===== src/hw/fsp_defs.vh =====
// Constants for the flash status poller controller
`ifndef FSP_DEFS_VH
`define FSP_DEFS_VH
// Register indices on the software port
`define FSP_ADDR_CTRL     4'h0
`define FSP_ADDR_TARGET   4'h1
`define FSP_ADDR_EXPECT   4'h2
`define FSP_ADDR_STATUS   4'h3
`define FSP_ADDR_LASTST   4'h4
`define FSP_ADDR_DATA     4'h5
`define FSP_ADDR_CMDADR   4'h6
`define FSP_ADDR_CMDDAT   4'h7
// Control register fields
`define FSP_CTRL_START    0
`define FSP_CTRL_MODE     1
`define FSP_CTRL_ABORTRST 2
`define FSP_CTRL_WRITE    3
// Mode encodings
`define FSP_MODE_TOGGLE   1'b0
`define FSP_MODE_POLL     1'b1
// Status byte bit positions
`define FSP_BIT_POLL      7
`define FSP_BIT_TOG1      6
`define FSP_BIT_TIMEOUT   5
`define FSP_BIT_EWIN      3
`define FSP_BIT_TOG2      2
`define FSP_BIT_BUFABORT  1
// Result codes
`define FSP_RES_IDLE      2'h0
`define FSP_RES_BUSY      2'h1
`define FSP_RES_DONE      2'h2
`define FSP_RES_FAIL      2'h3
// Flash bus timing
`define FSP_ACCESS_NS     90
`define FSP_CLK_NS        20
// Reset and abort-reset command words
`define FSP_RESET_DATA    8'hF0
`define FSP_UNLOCK1_ADDR  12'h555
`define FSP_UNLOCK1_DATA  8'hAA
`define FSP_UNLOCK2_ADDR  12'h2AA
`define FSP_UNLOCK2_DATA  8'h55
`endif


===== src/hw/fsp_top.v =====
// Host-side controller that polls a NOR flash's write-operation status
`timescale 1ns/1ps
`default_nettype none
`include "fsp_defs.vh"
// Function
// - Host polls at the programmed address during a program.
// - Host polls erase status at an address inside a selected sector.
// - Host takes full byte from a read after polling showed completion.
// - Host polls buffered writes at the last loaded buffer address.
// - Host does two back-to-back reads and compares toggle one.
// - Toggling with timeout set: recheck, then fail and issue reset.
// - Host restarts toggle check from the first step after a pause.
// - After buffer abort, host issues the abort reset sequence.
module fsp_top #(
  parameter AW = 12,
  parameter DW = 8
) (
  // Clock and reset
  input  wire          clk_sys_i,
  input  wire          rstn_i,
  // Software port
  input  wire [3:0]    sw_addr_i,
  input  wire [15:0]   sw_wdata_i,
  input  wire          sw_wr_i,
  input  wire          sw_rd_i,
  output reg  [15:0]   sw_rdata_o,
  // Flash pins
  output wire [AW-1:0] fl_addr_o,
  output wire [DW-1:0] fl_dq_o,
  output wire          fl_dq_oe_o,
  input  wire [DW-1:0] fl_dq_i,
  output wire          fl_ce_n_o,
  output wire          fl_oe_n_o,
  output wire          fl_we_n_o,
  input  wire          fl_ready_busy_n_i
);
  localparam integer HOLD_N = (`FSP_ACCESS_NS + `FSP_CLK_NS - 1) / `FSP_CLK_NS;
  localparam [3:0]   HOLD   = HOLD_N[3:0];
  localparam [2:0] S_IDLE = 3'h0;
  localparam [2:0] S_RD1  = 3'h1;
  localparam [2:0] S_RD2  = 3'h2;
  localparam [2:0] S_RD3  = 3'h3;
  localparam [2:0] S_DATA = 3'h4;
  localparam [2:0] S_RST  = 3'h5;
  localparam [2:0] S_WR   = 3'h6;

  reg [2:0]    state_reg;
  reg          mode_reg;
  reg          abort_rst_reg;
  reg [AW-1:0] target_reg;
  reg [DW-1:0] expect_reg;
  reg [DW-1:0] first_reg;
  reg [DW-1:0] last_reg;
  reg [DW-1:0] data_reg;
  reg [1:0]    result_reg;
  reg          timeout_seen_reg;
  reg          abort_seen_reg;
  reg [1:0]    seq_reg;
  reg [AW-1:0] cmd_addr_reg;
  reg [DW-1:0] cmd_data_reg;
  reg          go_reg;
  reg          wr_reg;
  reg [AW-1:0] cyc_addr_reg;
  reg [DW-1:0] cyc_data_reg;
  reg          rb_reg;
  wire         cyc_done;
  wire [DW-1:0] cyc_rdata;
  wire [AW+DW-1:0] rst_first;
  wire [AW+DW-1:0] rst_step;

  fsp_bus_cycle #(
    .AW   (AW),
    .DW   (DW),
    .CW   (4),
    .HOLD (HOLD)
  ) u_cycle (
    .clk_sys_i  (clk_sys_i),
    .rstn_i     (rstn_i),
    .go_i       (go_reg),
    .wr_i       (wr_reg),
    .addr_i     (cyc_addr_reg),
    .wdata_i    (cyc_data_reg),
    .done_o     (cyc_done),
    .rdata_o    (cyc_rdata),
    .fl_addr_o  (fl_addr_o),
    .fl_dq_o    (fl_dq_o),
    .fl_dq_oe_o (fl_dq_oe_o),
    .fl_dq_i    (fl_dq_i),
    .fl_ce_n_o  (fl_ce_n_o),
    .fl_oe_n_o  (fl_oe_n_o),
    .fl_we_n_o  (fl_we_n_o)
  );

  // True when two status reads show toggle one unchanged
  function still;
    input [DW-1:0] a;
    input [DW-1:0] b;
    begin
      still = (a[`FSP_BIT_TOG1] == b[`FSP_BIT_TOG1]);
    end
  endfunction

  // True when the polling bit matches the written datum
  function poll_ok;
    input [DW-1:0] s;
    input [DW-1:0] e;
    begin
      poll_ok = (s[`FSP_BIT_POLL] == e[`FSP_BIT_POLL]);
    end
  endfunction

  // Command words for the abort-reset or plain reset sequence
  function [AW+DW-1:0] rst_word;
    input [1:0] n;
    input       abort;
    begin
      if (abort && n == 2'h0)
        rst_word = {`FSP_UNLOCK1_ADDR, `FSP_UNLOCK1_DATA};
      else if (abort && n == 2'h1)
        rst_word = {`FSP_UNLOCK2_ADDR, `FSP_UNLOCK2_DATA};
      else
        rst_word = {`FSP_UNLOCK1_ADDR, `FSP_RESET_DATA};
    end
  endfunction

  // First word of the recovery sequence and the word after the current step
  assign rst_first = rst_word(2'h0, abort_seen_reg);
  assign rst_step  = rst_word(seq_reg + 2'h1, 1'b1);

  ////////////////////////////////////////////////////////////////////////
  // Software port: read data in the cycle after the strobe
  always @(posedge clk_sys_i)
  begin
    if (!rstn_i)
      sw_rdata_o <= 16'h0000;
    else if (sw_rd_i)
    begin
      if (sw_addr_i == `FSP_ADDR_CTRL)
        sw_rdata_o <= {13'h0000, abort_rst_reg, mode_reg, 1'b0};
      else if (sw_addr_i == `FSP_ADDR_TARGET)
        sw_rdata_o <= {{(16-AW){1'b0}}, target_reg};
      else if (sw_addr_i == `FSP_ADDR_EXPECT)
        sw_rdata_o <= {{(16-DW){1'b0}}, expect_reg};
      else if (sw_addr_i == `FSP_ADDR_STATUS)
        sw_rdata_o <= {11'h000, rb_reg, abort_seen_reg, timeout_seen_reg, result_reg};
      else if (sw_addr_i == `FSP_ADDR_LASTST)
        sw_rdata_o <= {{(16-DW){1'b0}}, last_reg};
      else if (sw_addr_i == `FSP_ADDR_DATA)
        sw_rdata_o <= {{(16-DW){1'b0}}, data_reg};
      else if (sw_addr_i == `FSP_ADDR_CMDADR)
        sw_rdata_o <= {{(16-AW){1'b0}}, cmd_addr_reg};
      else if (sw_addr_i == `FSP_ADDR_CMDDAT)
        sw_rdata_o <= {{(16-DW){1'b0}}, cmd_data_reg};
      else
        sw_rdata_o <= 16'h0000;
    end
    else
      sw_rdata_o <= 16'h0000;
  end

  ////////////////////////////////////////////////////////////////////////
  // Poll engine
  always @(posedge clk_sys_i)
  begin
    go_reg <= 1'b0;
    if (!rstn_i)
    begin
      state_reg        <= S_IDLE;
      mode_reg         <= `FSP_MODE_TOGGLE;
      abort_rst_reg    <= 1'b0;
      target_reg       <= {AW{1'b0}};
      expect_reg       <= {DW{1'b0}};
      first_reg        <= {DW{1'b0}};
      last_reg         <= {DW{1'b0}};
      data_reg         <= {DW{1'b0}};
      result_reg       <= `FSP_RES_IDLE;
      timeout_seen_reg <= 1'b0;
      abort_seen_reg   <= 1'b0;
      seq_reg          <= 2'h0;
      cmd_addr_reg     <= {AW{1'b0}};
      cmd_data_reg     <= {DW{1'b0}};
      wr_reg           <= 1'b0;
      cyc_addr_reg     <= {AW{1'b0}};
      cyc_data_reg     <= {DW{1'b0}};
      rb_reg           <= 1'b1;
    end
    else
    begin
      rb_reg <= fl_ready_busy_n_i;
      if (sw_wr_i && sw_addr_i == `FSP_ADDR_TARGET)
        target_reg <= sw_wdata_i[AW-1:0];
      else if (sw_wr_i && sw_addr_i == `FSP_ADDR_EXPECT)
        expect_reg <= sw_wdata_i[DW-1:0];
      else if (sw_wr_i && sw_addr_i == `FSP_ADDR_CMDADR)
        cmd_addr_reg <= sw_wdata_i[AW-1:0];
      else if (sw_wr_i && sw_addr_i == `FSP_ADDR_CMDDAT)
        cmd_data_reg <= sw_wdata_i[DW-1:0];
      case (state_reg)
        S_IDLE:
        begin
          if (sw_wr_i && sw_addr_i == `FSP_ADDR_CTRL)
          begin
            mode_reg      <= sw_wdata_i[`FSP_CTRL_MODE];
            abort_rst_reg <= sw_wdata_i[`FSP_CTRL_ABORTRST];
            if (sw_wdata_i[`FSP_CTRL_WRITE])
            begin
              // Raw command write lets software issue program or erase words
              wr_reg       <= 1'b1;
              cyc_addr_reg <= cmd_addr_reg;
              cyc_data_reg <= cmd_data_reg;
              go_reg       <= 1'b1;
              state_reg    <= S_WR;
            end
            else if (sw_wdata_i[`FSP_CTRL_START])
            begin
              // Fresh start every time: a paused check restarts here
              result_reg       <= `FSP_RES_BUSY;
              timeout_seen_reg <= 1'b0;
              abort_seen_reg   <= 1'b0;
              wr_reg           <= 1'b0;
              cyc_addr_reg     <= target_reg;
              go_reg           <= 1'b1;
              state_reg        <= S_RD1;
            end
          end
        end
        S_WR:
          if (cyc_done)
            state_reg <= S_IDLE;
        S_RD1:
          if (cyc_done)
          begin
            first_reg <= cyc_rdata;
            last_reg  <= cyc_rdata;
            go_reg    <= 1'b1;
            state_reg <= S_RD2;
          end
        S_RD2:
          if (cyc_done)
          begin
            last_reg <= cyc_rdata;
            if (mode_reg == `FSP_MODE_POLL ? poll_ok(cyc_rdata, expect_reg)
                                           : still(first_reg, cyc_rdata))
            begin
              go_reg    <= 1'b1;
              state_reg <= S_DATA;
            end
            else if (cyc_rdata[`FSP_BIT_TIMEOUT] || cyc_rdata[`FSP_BIT_BUFABORT])
            begin
              // Bit may have stopped just as the flag rose: read once more
              timeout_seen_reg <= cyc_rdata[`FSP_BIT_TIMEOUT];
              abort_seen_reg   <= cyc_rdata[`FSP_BIT_BUFABORT];
              first_reg        <= cyc_rdata;
              go_reg           <= 1'b1;
              state_reg        <= S_RD3;
            end
            else
            begin
              first_reg <= cyc_rdata;
              go_reg    <= 1'b1;
            end
          end
        S_RD3:
          if (cyc_done)
          begin
            last_reg <= cyc_rdata;
            if (mode_reg == `FSP_MODE_POLL ? poll_ok(cyc_rdata, expect_reg)
                                           : still(first_reg, cyc_rdata))
            begin
              // Toggle stopped or polling bit matched: the operation finished, so any flag seen was not a failure
              timeout_seen_reg <= 1'b0;
              abort_seen_reg   <= 1'b0;
              go_reg           <= 1'b1;
              state_reg        <= S_DATA;
            end
            else
            begin
              // Failed operation: reset back to array reads
              result_reg   <= `FSP_RES_FAIL;
              seq_reg      <= 2'h0;
              wr_reg       <= 1'b1;
              cyc_addr_reg <= rst_first[AW+DW-1:DW];
              cyc_data_reg <= rst_first[DW-1:0];
              go_reg       <= 1'b1;
              state_reg    <= S_RST;
            end
          end
        S_DATA:
          if (cyc_done)
          begin
            data_reg   <= cyc_rdata;
            result_reg <= `FSP_RES_DONE;
            state_reg  <= S_IDLE;
          end
        S_RST:
          if (cyc_done)
          begin
            if (abort_seen_reg && seq_reg != 2'h2)
            begin
              seq_reg      <= seq_reg + 2'h1;
              cyc_addr_reg <= rst_step[AW+DW-1:DW];
              cyc_data_reg <= rst_step[DW-1:0];
              go_reg       <= 1'b1;
            end
            else
            begin
              wr_reg    <= 1'b0;
              state_reg <= S_IDLE;
            end
          end
        default:
          state_reg <= S_IDLE;
      endcase
    end
  end
endmodule
`default_nettype wire


===== src/hw/fsp_bus_cycle.v =====
// One asynchronous flash read or write cycle, paced from the system clock
`timescale 1ns/1ps
`default_nettype none
`include "fsp_defs.vh"
module fsp_bus_cycle #(
  parameter AW = 12,
  parameter DW = 8,
  parameter CW = 4,
  parameter [CW-1:0] HOLD = 4'h5
) (
  // Clock and reset
  input  wire          clk_sys_i,
  input  wire          rstn_i,
  // Request side
  input  wire          go_i,
  input  wire          wr_i,
  input  wire [AW-1:0] addr_i,
  input  wire [DW-1:0] wdata_i,
  output reg           done_o,
  output reg  [DW-1:0] rdata_o,
  // Flash pins
  output reg  [AW-1:0] fl_addr_o,
  output reg  [DW-1:0] fl_dq_o,
  output reg           fl_dq_oe_o,
  input  wire [DW-1:0] fl_dq_i,
  output reg           fl_ce_n_o,
  output reg           fl_oe_n_o,
  output reg           fl_we_n_o
);
  reg [CW-1:0] cnt_reg;
  reg          busy_reg;

  // Each cycle ends by raising every strobe, so status is sampled per edge
  always @(posedge clk_sys_i)
  begin
    done_o <= 1'b0;
    if (!rstn_i)
    begin
      busy_reg   <= 1'b0;
      cnt_reg    <= {CW{1'b0}};
      rdata_o    <= {DW{1'b0}};
      fl_addr_o  <= {AW{1'b0}};
      fl_dq_o    <= {DW{1'b0}};
      fl_dq_oe_o <= 1'b0;
      fl_ce_n_o  <= 1'b1;
      fl_oe_n_o  <= 1'b1;
      fl_we_n_o  <= 1'b1;
    end
    else if (!busy_reg)
    begin
      if (go_i)
      begin
        busy_reg   <= 1'b1;
        cnt_reg    <= HOLD;
        fl_addr_o  <= addr_i;
        fl_dq_o    <= wdata_i;
        fl_dq_oe_o <= wr_i;
        fl_ce_n_o  <= 1'b0;
        fl_oe_n_o  <= wr_i;
        fl_we_n_o  <= ~wr_i;
      end
    end
    else if (cnt_reg != {CW{1'b0}})
      cnt_reg <= cnt_reg - {{(CW-1){1'b0}}, 1'b1};
    else
    begin
      busy_reg   <= 1'b0;
      done_o     <= 1'b1;
      rdata_o    <= fl_dq_i;
      fl_dq_oe_o <= 1'b0;
      fl_ce_n_o  <= 1'b1;
      fl_oe_n_o  <= 1'b1;
      fl_we_n_o  <= 1'b1;
    end
  end
endmodule
`default_nettype wire


===== config.mk =====
export PLATFORM = sky130hd
export DESIGN_NAME = fsp_top
export DESIGN_NICKNAME = d
export VERILOG_FILES = /design/src/hw/fsp_top.v /design/src/hw/fsp_bus_cycle.v
export VERILOG_INCLUDE_DIRS = /design/src /design/src/hw
export SDC_FILE = /design/constraint.sdc
export NUM_CORES = 1
export LEC_CHECK = 0
export BUFFER_PORTS_ARGS = -buffer_cell sky130_fd_sc_hd__buf_2
export CAP_MARGIN = 20
export CORE_MARGIN = 4
export CORE_UTILIZATION = 25
export CTS_BUF_LIST = sky130_fd_sc_hd__clkbuf_8
export DETAILED_ROUTE_END_ITERATION = 10
export PLACE_DENSITY = 0.45
export SLEW_MARGIN = 15
export SYNTH_ARGS = -nofsm -noshare
export SYNTH_HDL_FRONTEND = slang
export SYNTH_HIERARCHICAL = 1
export SYNTH_SLANG_ARGS = --single-unit

===== constraint.sdc =====
create_clock -name clk_sys_i -period 3.7 [get_ports clk_sys_i]
set_input_delay 0.185 -clock clk_sys_i [delete_from_list [all_inputs] [get_ports clk_sys_i]]
set_output_delay 0.185 -clock clk_sys_i [all_outputs]
set_load 0.01 [all_outputs]

* Yosys cells after proc, flatten, opt, wreduce, memory -nomap -nowiden
Cells that the tools add are included.
** Word-level totals
- Bits in registers :: 151
- Input port bits :: 33
- Output and inout port bits :: 40
- Word-level logic and storage cells :: 219
** Cells by class
- Add/sub/neg operators :: 2
- Equality and inequality tests :: 37
- Mux-type cells :: 99
- Bitwise logic cells :: 8
- Reductions and logical operators :: 41
** Operator list (count)
- 12-bit two-way mux :: 13
- 8-bit two-way mux :: 7
- 1-bit two-way mux :: 38
- 3-bit two-way mux :: 12
- 12-bit one-hot mux with 3 select lines :: 1
- 7-bit two-way mux :: 4
- 7-bit AND reduction :: 4
- 2-bit != test, second input constant :: 13
- 8-bit one-hot mux with 3 select lines :: 1
- 2-bit two-way mux :: 10
- 20-bit two-way mux :: 1
- 2-bit AND reduction :: 10
- 19-bit two-way mux :: 1
- 3-bit one-hot mux with 6 select lines :: 1
- 9-bit AND reduction :: 2
- 4-bit by 3-bit == test with 1-bit output, second input constant :: 4
- 7-bit one-hot mux with 2 select lines :: 1
- 4-bit two-way mux :: 3
- 2-bit by 1-bit != test with 1-bit output, second input constant :: 6
- 1-bit one-hot mux with 3 select lines :: 4
- 3-bit == test, second input constant :: 3
- 3-bit nonzero test :: 3
- 9-bit OR reduction :: 1
- 4-bit by 2-bit == test with 1-bit output, second input constant :: 2
- 23 further kinds :: 42

* Longest topological paths before layout
- Depth after elaboration :: 9
- Mapped depth :: 8
- Gate-level depth less buffers :: 7

* Modules after synthesis
The synthesis kept the hierarchy.
** Modules (own cells, without submodules)
- fsp_top :: instances 1, cells each 568, area each 4949.7 µm², seq. area each 2062.0 µm²
- fsp_bus_cycle :: instances 1, cells each 176, area each 1437.6 µm², seq. area each 760.7 µm²

* Least setup slack after synthesis
OpenSTA, ideal clock, no wires.
- Path kind :: reg2reg
- Start point :: register seq_reg[0]
- End point :: register cyc_addr_reg[10]
- Library setup time :: 131 ps
- Arrival :: 1613 ps
- Slack :: 1955 ps
- Cell stages (with the launch flop) :: 9
- Buffers on the path :: 1
- Clock period less this slack :: 1745 ps
- Cell sequence :: dfxtp_1 -> inv_1 -> ha_1 -> nand2b_1 -> and3_1 -> a21oi_2 -> buf_2 -> o2111ai_1 -> nor3b_1
** On the way
- Cells in the longest elaborated chain, start to end :: 7
- Elaborated cells between the ends (all ways) :: 12
- Those cells by class :: 1 x add/sub; 3 x eq/ne; 5 x mux; 3 x reduce/logical
** RTL lines
- start, declared :: RTL line fsp_top.v:58 : reg [1:0] seq_reg;
- start signal, assigned :: RTL line fsp_top.v:300 : seq_reg <= seq_reg + 2'h1;
- 2-bit by 1-bit adder with 2-bit output :: RTL line fsp_top.v:128 : assign rst_step = rst_word(seq_reg + 2'h1, 1'b1);
- 2-bit by 1-bit == test with 1-bit output :: RTL line fsp_top.v:119 : else if (abort && n == 2'h1)
- 19-bit two-way mux :: RTL line fsp_top.v:119
- 20-bit two-way mux :: RTL line fsp_top.v:117 : if (abort && n == 2'h0)
- 12-bit two-way mux :: RTL line fsp_top.v:298 : if (abort_seen_reg && seq_reg != 2'h2)
- 12-bit two-way mux :: RTL line fsp_top.v:296 : if (cyc_done)
- 12-bit one-hot mux with 3 select lines :: RTL line fsp_top.v:198 : case (state_reg)
- end signal, assigned :: RTL line fsp_top.v:209 : cyc_addr_reg <= cmd_addr_reg;
- end signal, assigned :: RTL line fsp_top.v:221 : cyc_addr_reg <= target_reg;
- end signal, assigned :: RTL line fsp_top.v:301 : cyc_addr_reg <= rst_step[AW+DW-1:DW];
- end, declared :: RTL line fsp_top.v:63 : reg [AW-1:0] cyc_addr_reg;
Parallel ways exist; a longest one is shown, timed or not. The select of a mux whose other input is x is not followed.
A chain may end at the register's enable or synchronous reset.

* Worst setup path in the final report
- Start point :: register state_reg[1]
- End point :: register cyc_addr_reg[2]
** On the way
- Cells in the longest elaborated chain, start to end :: 3
- Elaborated cells between the ends (all ways) :: 12
- Those cells by class :: 8 x eq/ne; 1 x mux; 3 x reduce/logical
** RTL lines
- start, declared :: RTL line fsp_top.v:47 : reg [2:0] state_reg;
- start signal, assigned :: RTL line fsp_top.v:168 : state_reg <= S_IDLE;
- start signal, assigned :: RTL line fsp_top.v:212 : state_reg <= S_WR;
- start signal, assigned :: RTL line fsp_top.v:223 : state_reg <= S_RD1;
- 3-bit == test (tied with other cells) :: RTL line fsp_top.v:198
- 2-bit != test (no line) (tied with other cells)
- 7-bit AND reduction (no line)
- end signal, assigned :: RTL line fsp_top.v:183 : cyc_addr_reg <= {AW{1'b0}};
- end signal, assigned :: RTL line fsp_top.v:209
- end signal, assigned :: RTL line fsp_top.v:221
Parallel ways exist; a longest one is shown, timed or not.

==> results.py <==
metrics = {
    "run_status": {
        "outcome": "finished clean",
    },
    "clocking": {
        "path_clk_slew_ns": 0.08,
        "cts_hold_buffers": 19,
        "clk_latency_ns": 0.45,
        "cts-root-buf": "clkbuf_8",
        "postCtsSetupBuffers": 0,
        "clock_sinks": 141,
        "h-tree-depth": 4,
        "cts_resized": 0,
        "cts_buffer_depth": 2,
        "cts_tree": "yes",
        "cts_buffers": 17,
    },
    "timing": {
        "maxSlewHeadroom_pct": 38.8,
        "final.setup_skew_ns": 0.0105,
        "fmax_mhz": 401,
        "finalSetupViolations": 0,
        "hold_viol_final": 0,
        "rsz0062_at_grt": "false",
        "fin_crit_ns": 2.49,
        "slew_viol_final": 0,
        "setup_tns_ns": 0,
        "worst_slew_pin_slew_ns": 0.913,
        "period_share_pct": 67.4,
    },
    "detailed_routing": {
        "drtIter0Drc": 424,
        "viasPerCell": 4.80,
        "drtAntennaViolNets": 0,
        "wl_per_cell_um": 17.0,
        "drt_wl_total_mm": 19.5,
        "dr.pass1.iters": 5,
        "vias": 5498,
        "drc": 0,
    },
    "global_routing": {
        "grt.total_usage_pct": 13.8,
        "grt_pass1_vias": 5213,
        "grt_pass1_wl_mm": 30.5,
        "grt_max_degree": 36,
        "antenna_found_initial": 1,
        "grt_overflow": 0,
    },
    "die": {
        "io_pins": 73,
        "rows": 58,
        "die_x_um": 168,
        "dieArea_sq_um": 28200,
        "die_y_um": 168,
        "core-area_sq_um": 25200,
        "initial_utilization_pct": 25.4,
    },
    "placed_design": {
        "place_hpwl_mm": 13.5,
        "portBuffers": 64,
        "gp_congestion": 0.823,
    },
    "yosys": {
        "netlist_area_sq_um": 6390,
        "ys_async_sr_fraction_pct": 0,
        "synth_top_area_share_pct": 44.2,
        "synthFlopType": "dfxtp_1",
        "synth_area_leaders": "dfxtp_1, nand2_1, mux2i_1",
        "synth_sequential_area_ratio_pct": 44.2,
        "syn_area_per_cell_sq_um": 8.59,
        "netlist_instances": 744,
        "ys_types": 62,
        "ys_ff_latch": 141,
        "synth-warning-count": 6,
        "synth_edf_count": 0,
        "yosysTopAreaCell": "dfxtp_1",
    },
    "final_layout": {
        "syn_to_final_growth_pct": 18.4,
        "layout.nets": 840,
        "final_layout_size_suffix_gt1_share_pct": 16.8,
        "fin_util_pct": 30.0,
        "num_antenna_cells": 0,
    },
    "worst_setup_path": {
        "arrival_ns": 2.79,
        "reg2reg_setup_slack_ns": 1.21,
        "critPathLaunchType": "register",
        "cp_max_fo": 25,
        "worstSetupPathType": "reg -> reg",
        "endpoint_kind": "register",
        "worst-endpoint-required_ns": 4.00,
    },
    "pwr": {
        "leakagePower_uw": 0.00279,
        "powerDensity_nw_per_um2": 427,
        "peakVddDrop_uv": 209,
    },
    "job": {
        "maxCapViolations": 0,
    },
    "worst_hold_path": {
        "hold_class": "in -> reg",
    },
}
synthesized netlist by cell type (2+ instances only):
| master | instances |
|---|---|
| nand2_1 | 146 |
| dfxtp_1 | 141 |
| a21oi_1 | 84 |
| nor2_1 | 62 |
| mux2i_1 | 44 |
| clkbuf_1 | 27 |
| nand3_1 | 26 |
| buf_2 | 20 |
| o2111ai_1 | 15 |
| nor3b_1 | 13 |
| o21ai_0 | 13 |
| mux4_2 | 10 |
| nor3_1 | 10 |
| a22oi_1 | 9 |
| buf_4 | 9 |
| nor2b_1 | 9 |
| nand2b_1 | 8 |
| o21ai_1 | 8 |
| a311oi_1 | 6 |
| and2_1 | 6 |
| inv_1 | 6 |
| a31oi_1 | 5 |
| ha_1 | 5 |
| o22ai_1 | 5 |
| nand3b_1 | 4 |
| nand4_1 | 4 |
| or2_2 | 4 |
| xnor2_1 | 4 |
| and3_1 | 3 |
| mux2_2 | 3 |
| a211oi_1 | 2 |
| buf_6 | 2 |
| clkinv_1 | 2 |
cell type report:
type                            instances  area [sq um]
Multi-Input combinational cell        539          3250
Fill cell                            2683         17600
Clock inverter                          9           131
Tap cell                              330           413
Inverter                                8          30.0
Clock buffer                           23           317
Timing Repair Buffer                   95           601
Sequential cell                       141          2820
logic make-up after synthesis:
kind of cell / Yosys count / synth area share (%)
other: 1 / 0.0587
AO/OA/AOI/OAI: 160 / 15.6
flip-flops: 141 / 44.2
buffers and inverters: 67 / 5.09
adder cells (fa/ha/maj): 5 / 0.979
AND/OR/NAND/NOR: 308 / 22.3
XOR/XNOR: 4 / 0.548
multiplexers: 58 / 11.2
critical path: stages, from the launching register on:
cell and delay (ns):
dfxtp_1 0.74, nor2b_1 0.40, o21ai_1 0.21, a21oi_4 0.60, o2111ai_1 0.20, nor3b_1 0.20
report_power, final:
| group | total, uW | switching (uW) | leakage [uW] | internal, uW |
|---|---|---|---|---|
| sequential | 1580 | 30.4 | 0.00114 | 1550 |
| combinational | 265 | 162 | 0.00143 | 104 |
| clock | 1390 | 615 | 0.000220 | 775 |
| total | 3230 | 807 | 0.00279 | 2430 |
worst paths after layout:
kind / startpoint / to / depth (start not counted)
max reg2reg: state_reg[1]$_SDFFE_PN0P_ / cyc_addr_reg[2]$_SDFFE_PN0P_ / 5
max: state_reg[1]$_SDFFE_PN0P_ / cyc_addr_reg[2]$_SDFFE_PN0P_ / 5
min reg2reg: u_cycle/fl_addr_o[0]$_SDFFE_PN0P_ / u_cycle/fl_addr_o[0]$_SDFFE_PN0P_ / 2
min: sw_addr_i[3] / sw_rdata_o[2]$_SDFF_PN0_ / 2
metrics by stage:
stage                     instance area [sq um]  instances  setup slack (ns)  hold slack [ns]  total power [uW]
after CTS                                  7560       1145              1.20          0.00289              3280
after floorplan                            6400        747              1.96            0.264              1790
after global routing                       7560       1145             0.896           0.0136              3370
after detailed placement                   6930       1094              1.23            0.404              1870
after global placement                     6930       1094              1.27            0.400              1870
final                                      7560       1145              1.21           0.0314              3230
metal layers:
layer / GRT usage (%) / wire (um) / vias up
met5: 0 / 13 / -
met2: 19.9 / 8320 / 166
li1: - / - / 2714
met4: 3.92 / 216 / 2
met1: 20.8 / 9730 / 2594
met3: 2.79 / 1180 / 22
cells in the final DEF (no fill, tap or decap), drive strengths merged, types with 11 or more instances in the layout:
master,n
nor3,11
dfxtp,141
o2111ai,15
nor3b,15
nor2,62
nand2,146
mux2i,44
buf,76
a21oi,86
nand3,27
clkbuf,23
o21ai,21
dlygate4sd3,19
Note: power is estimated with default switching activity, not from simulation.
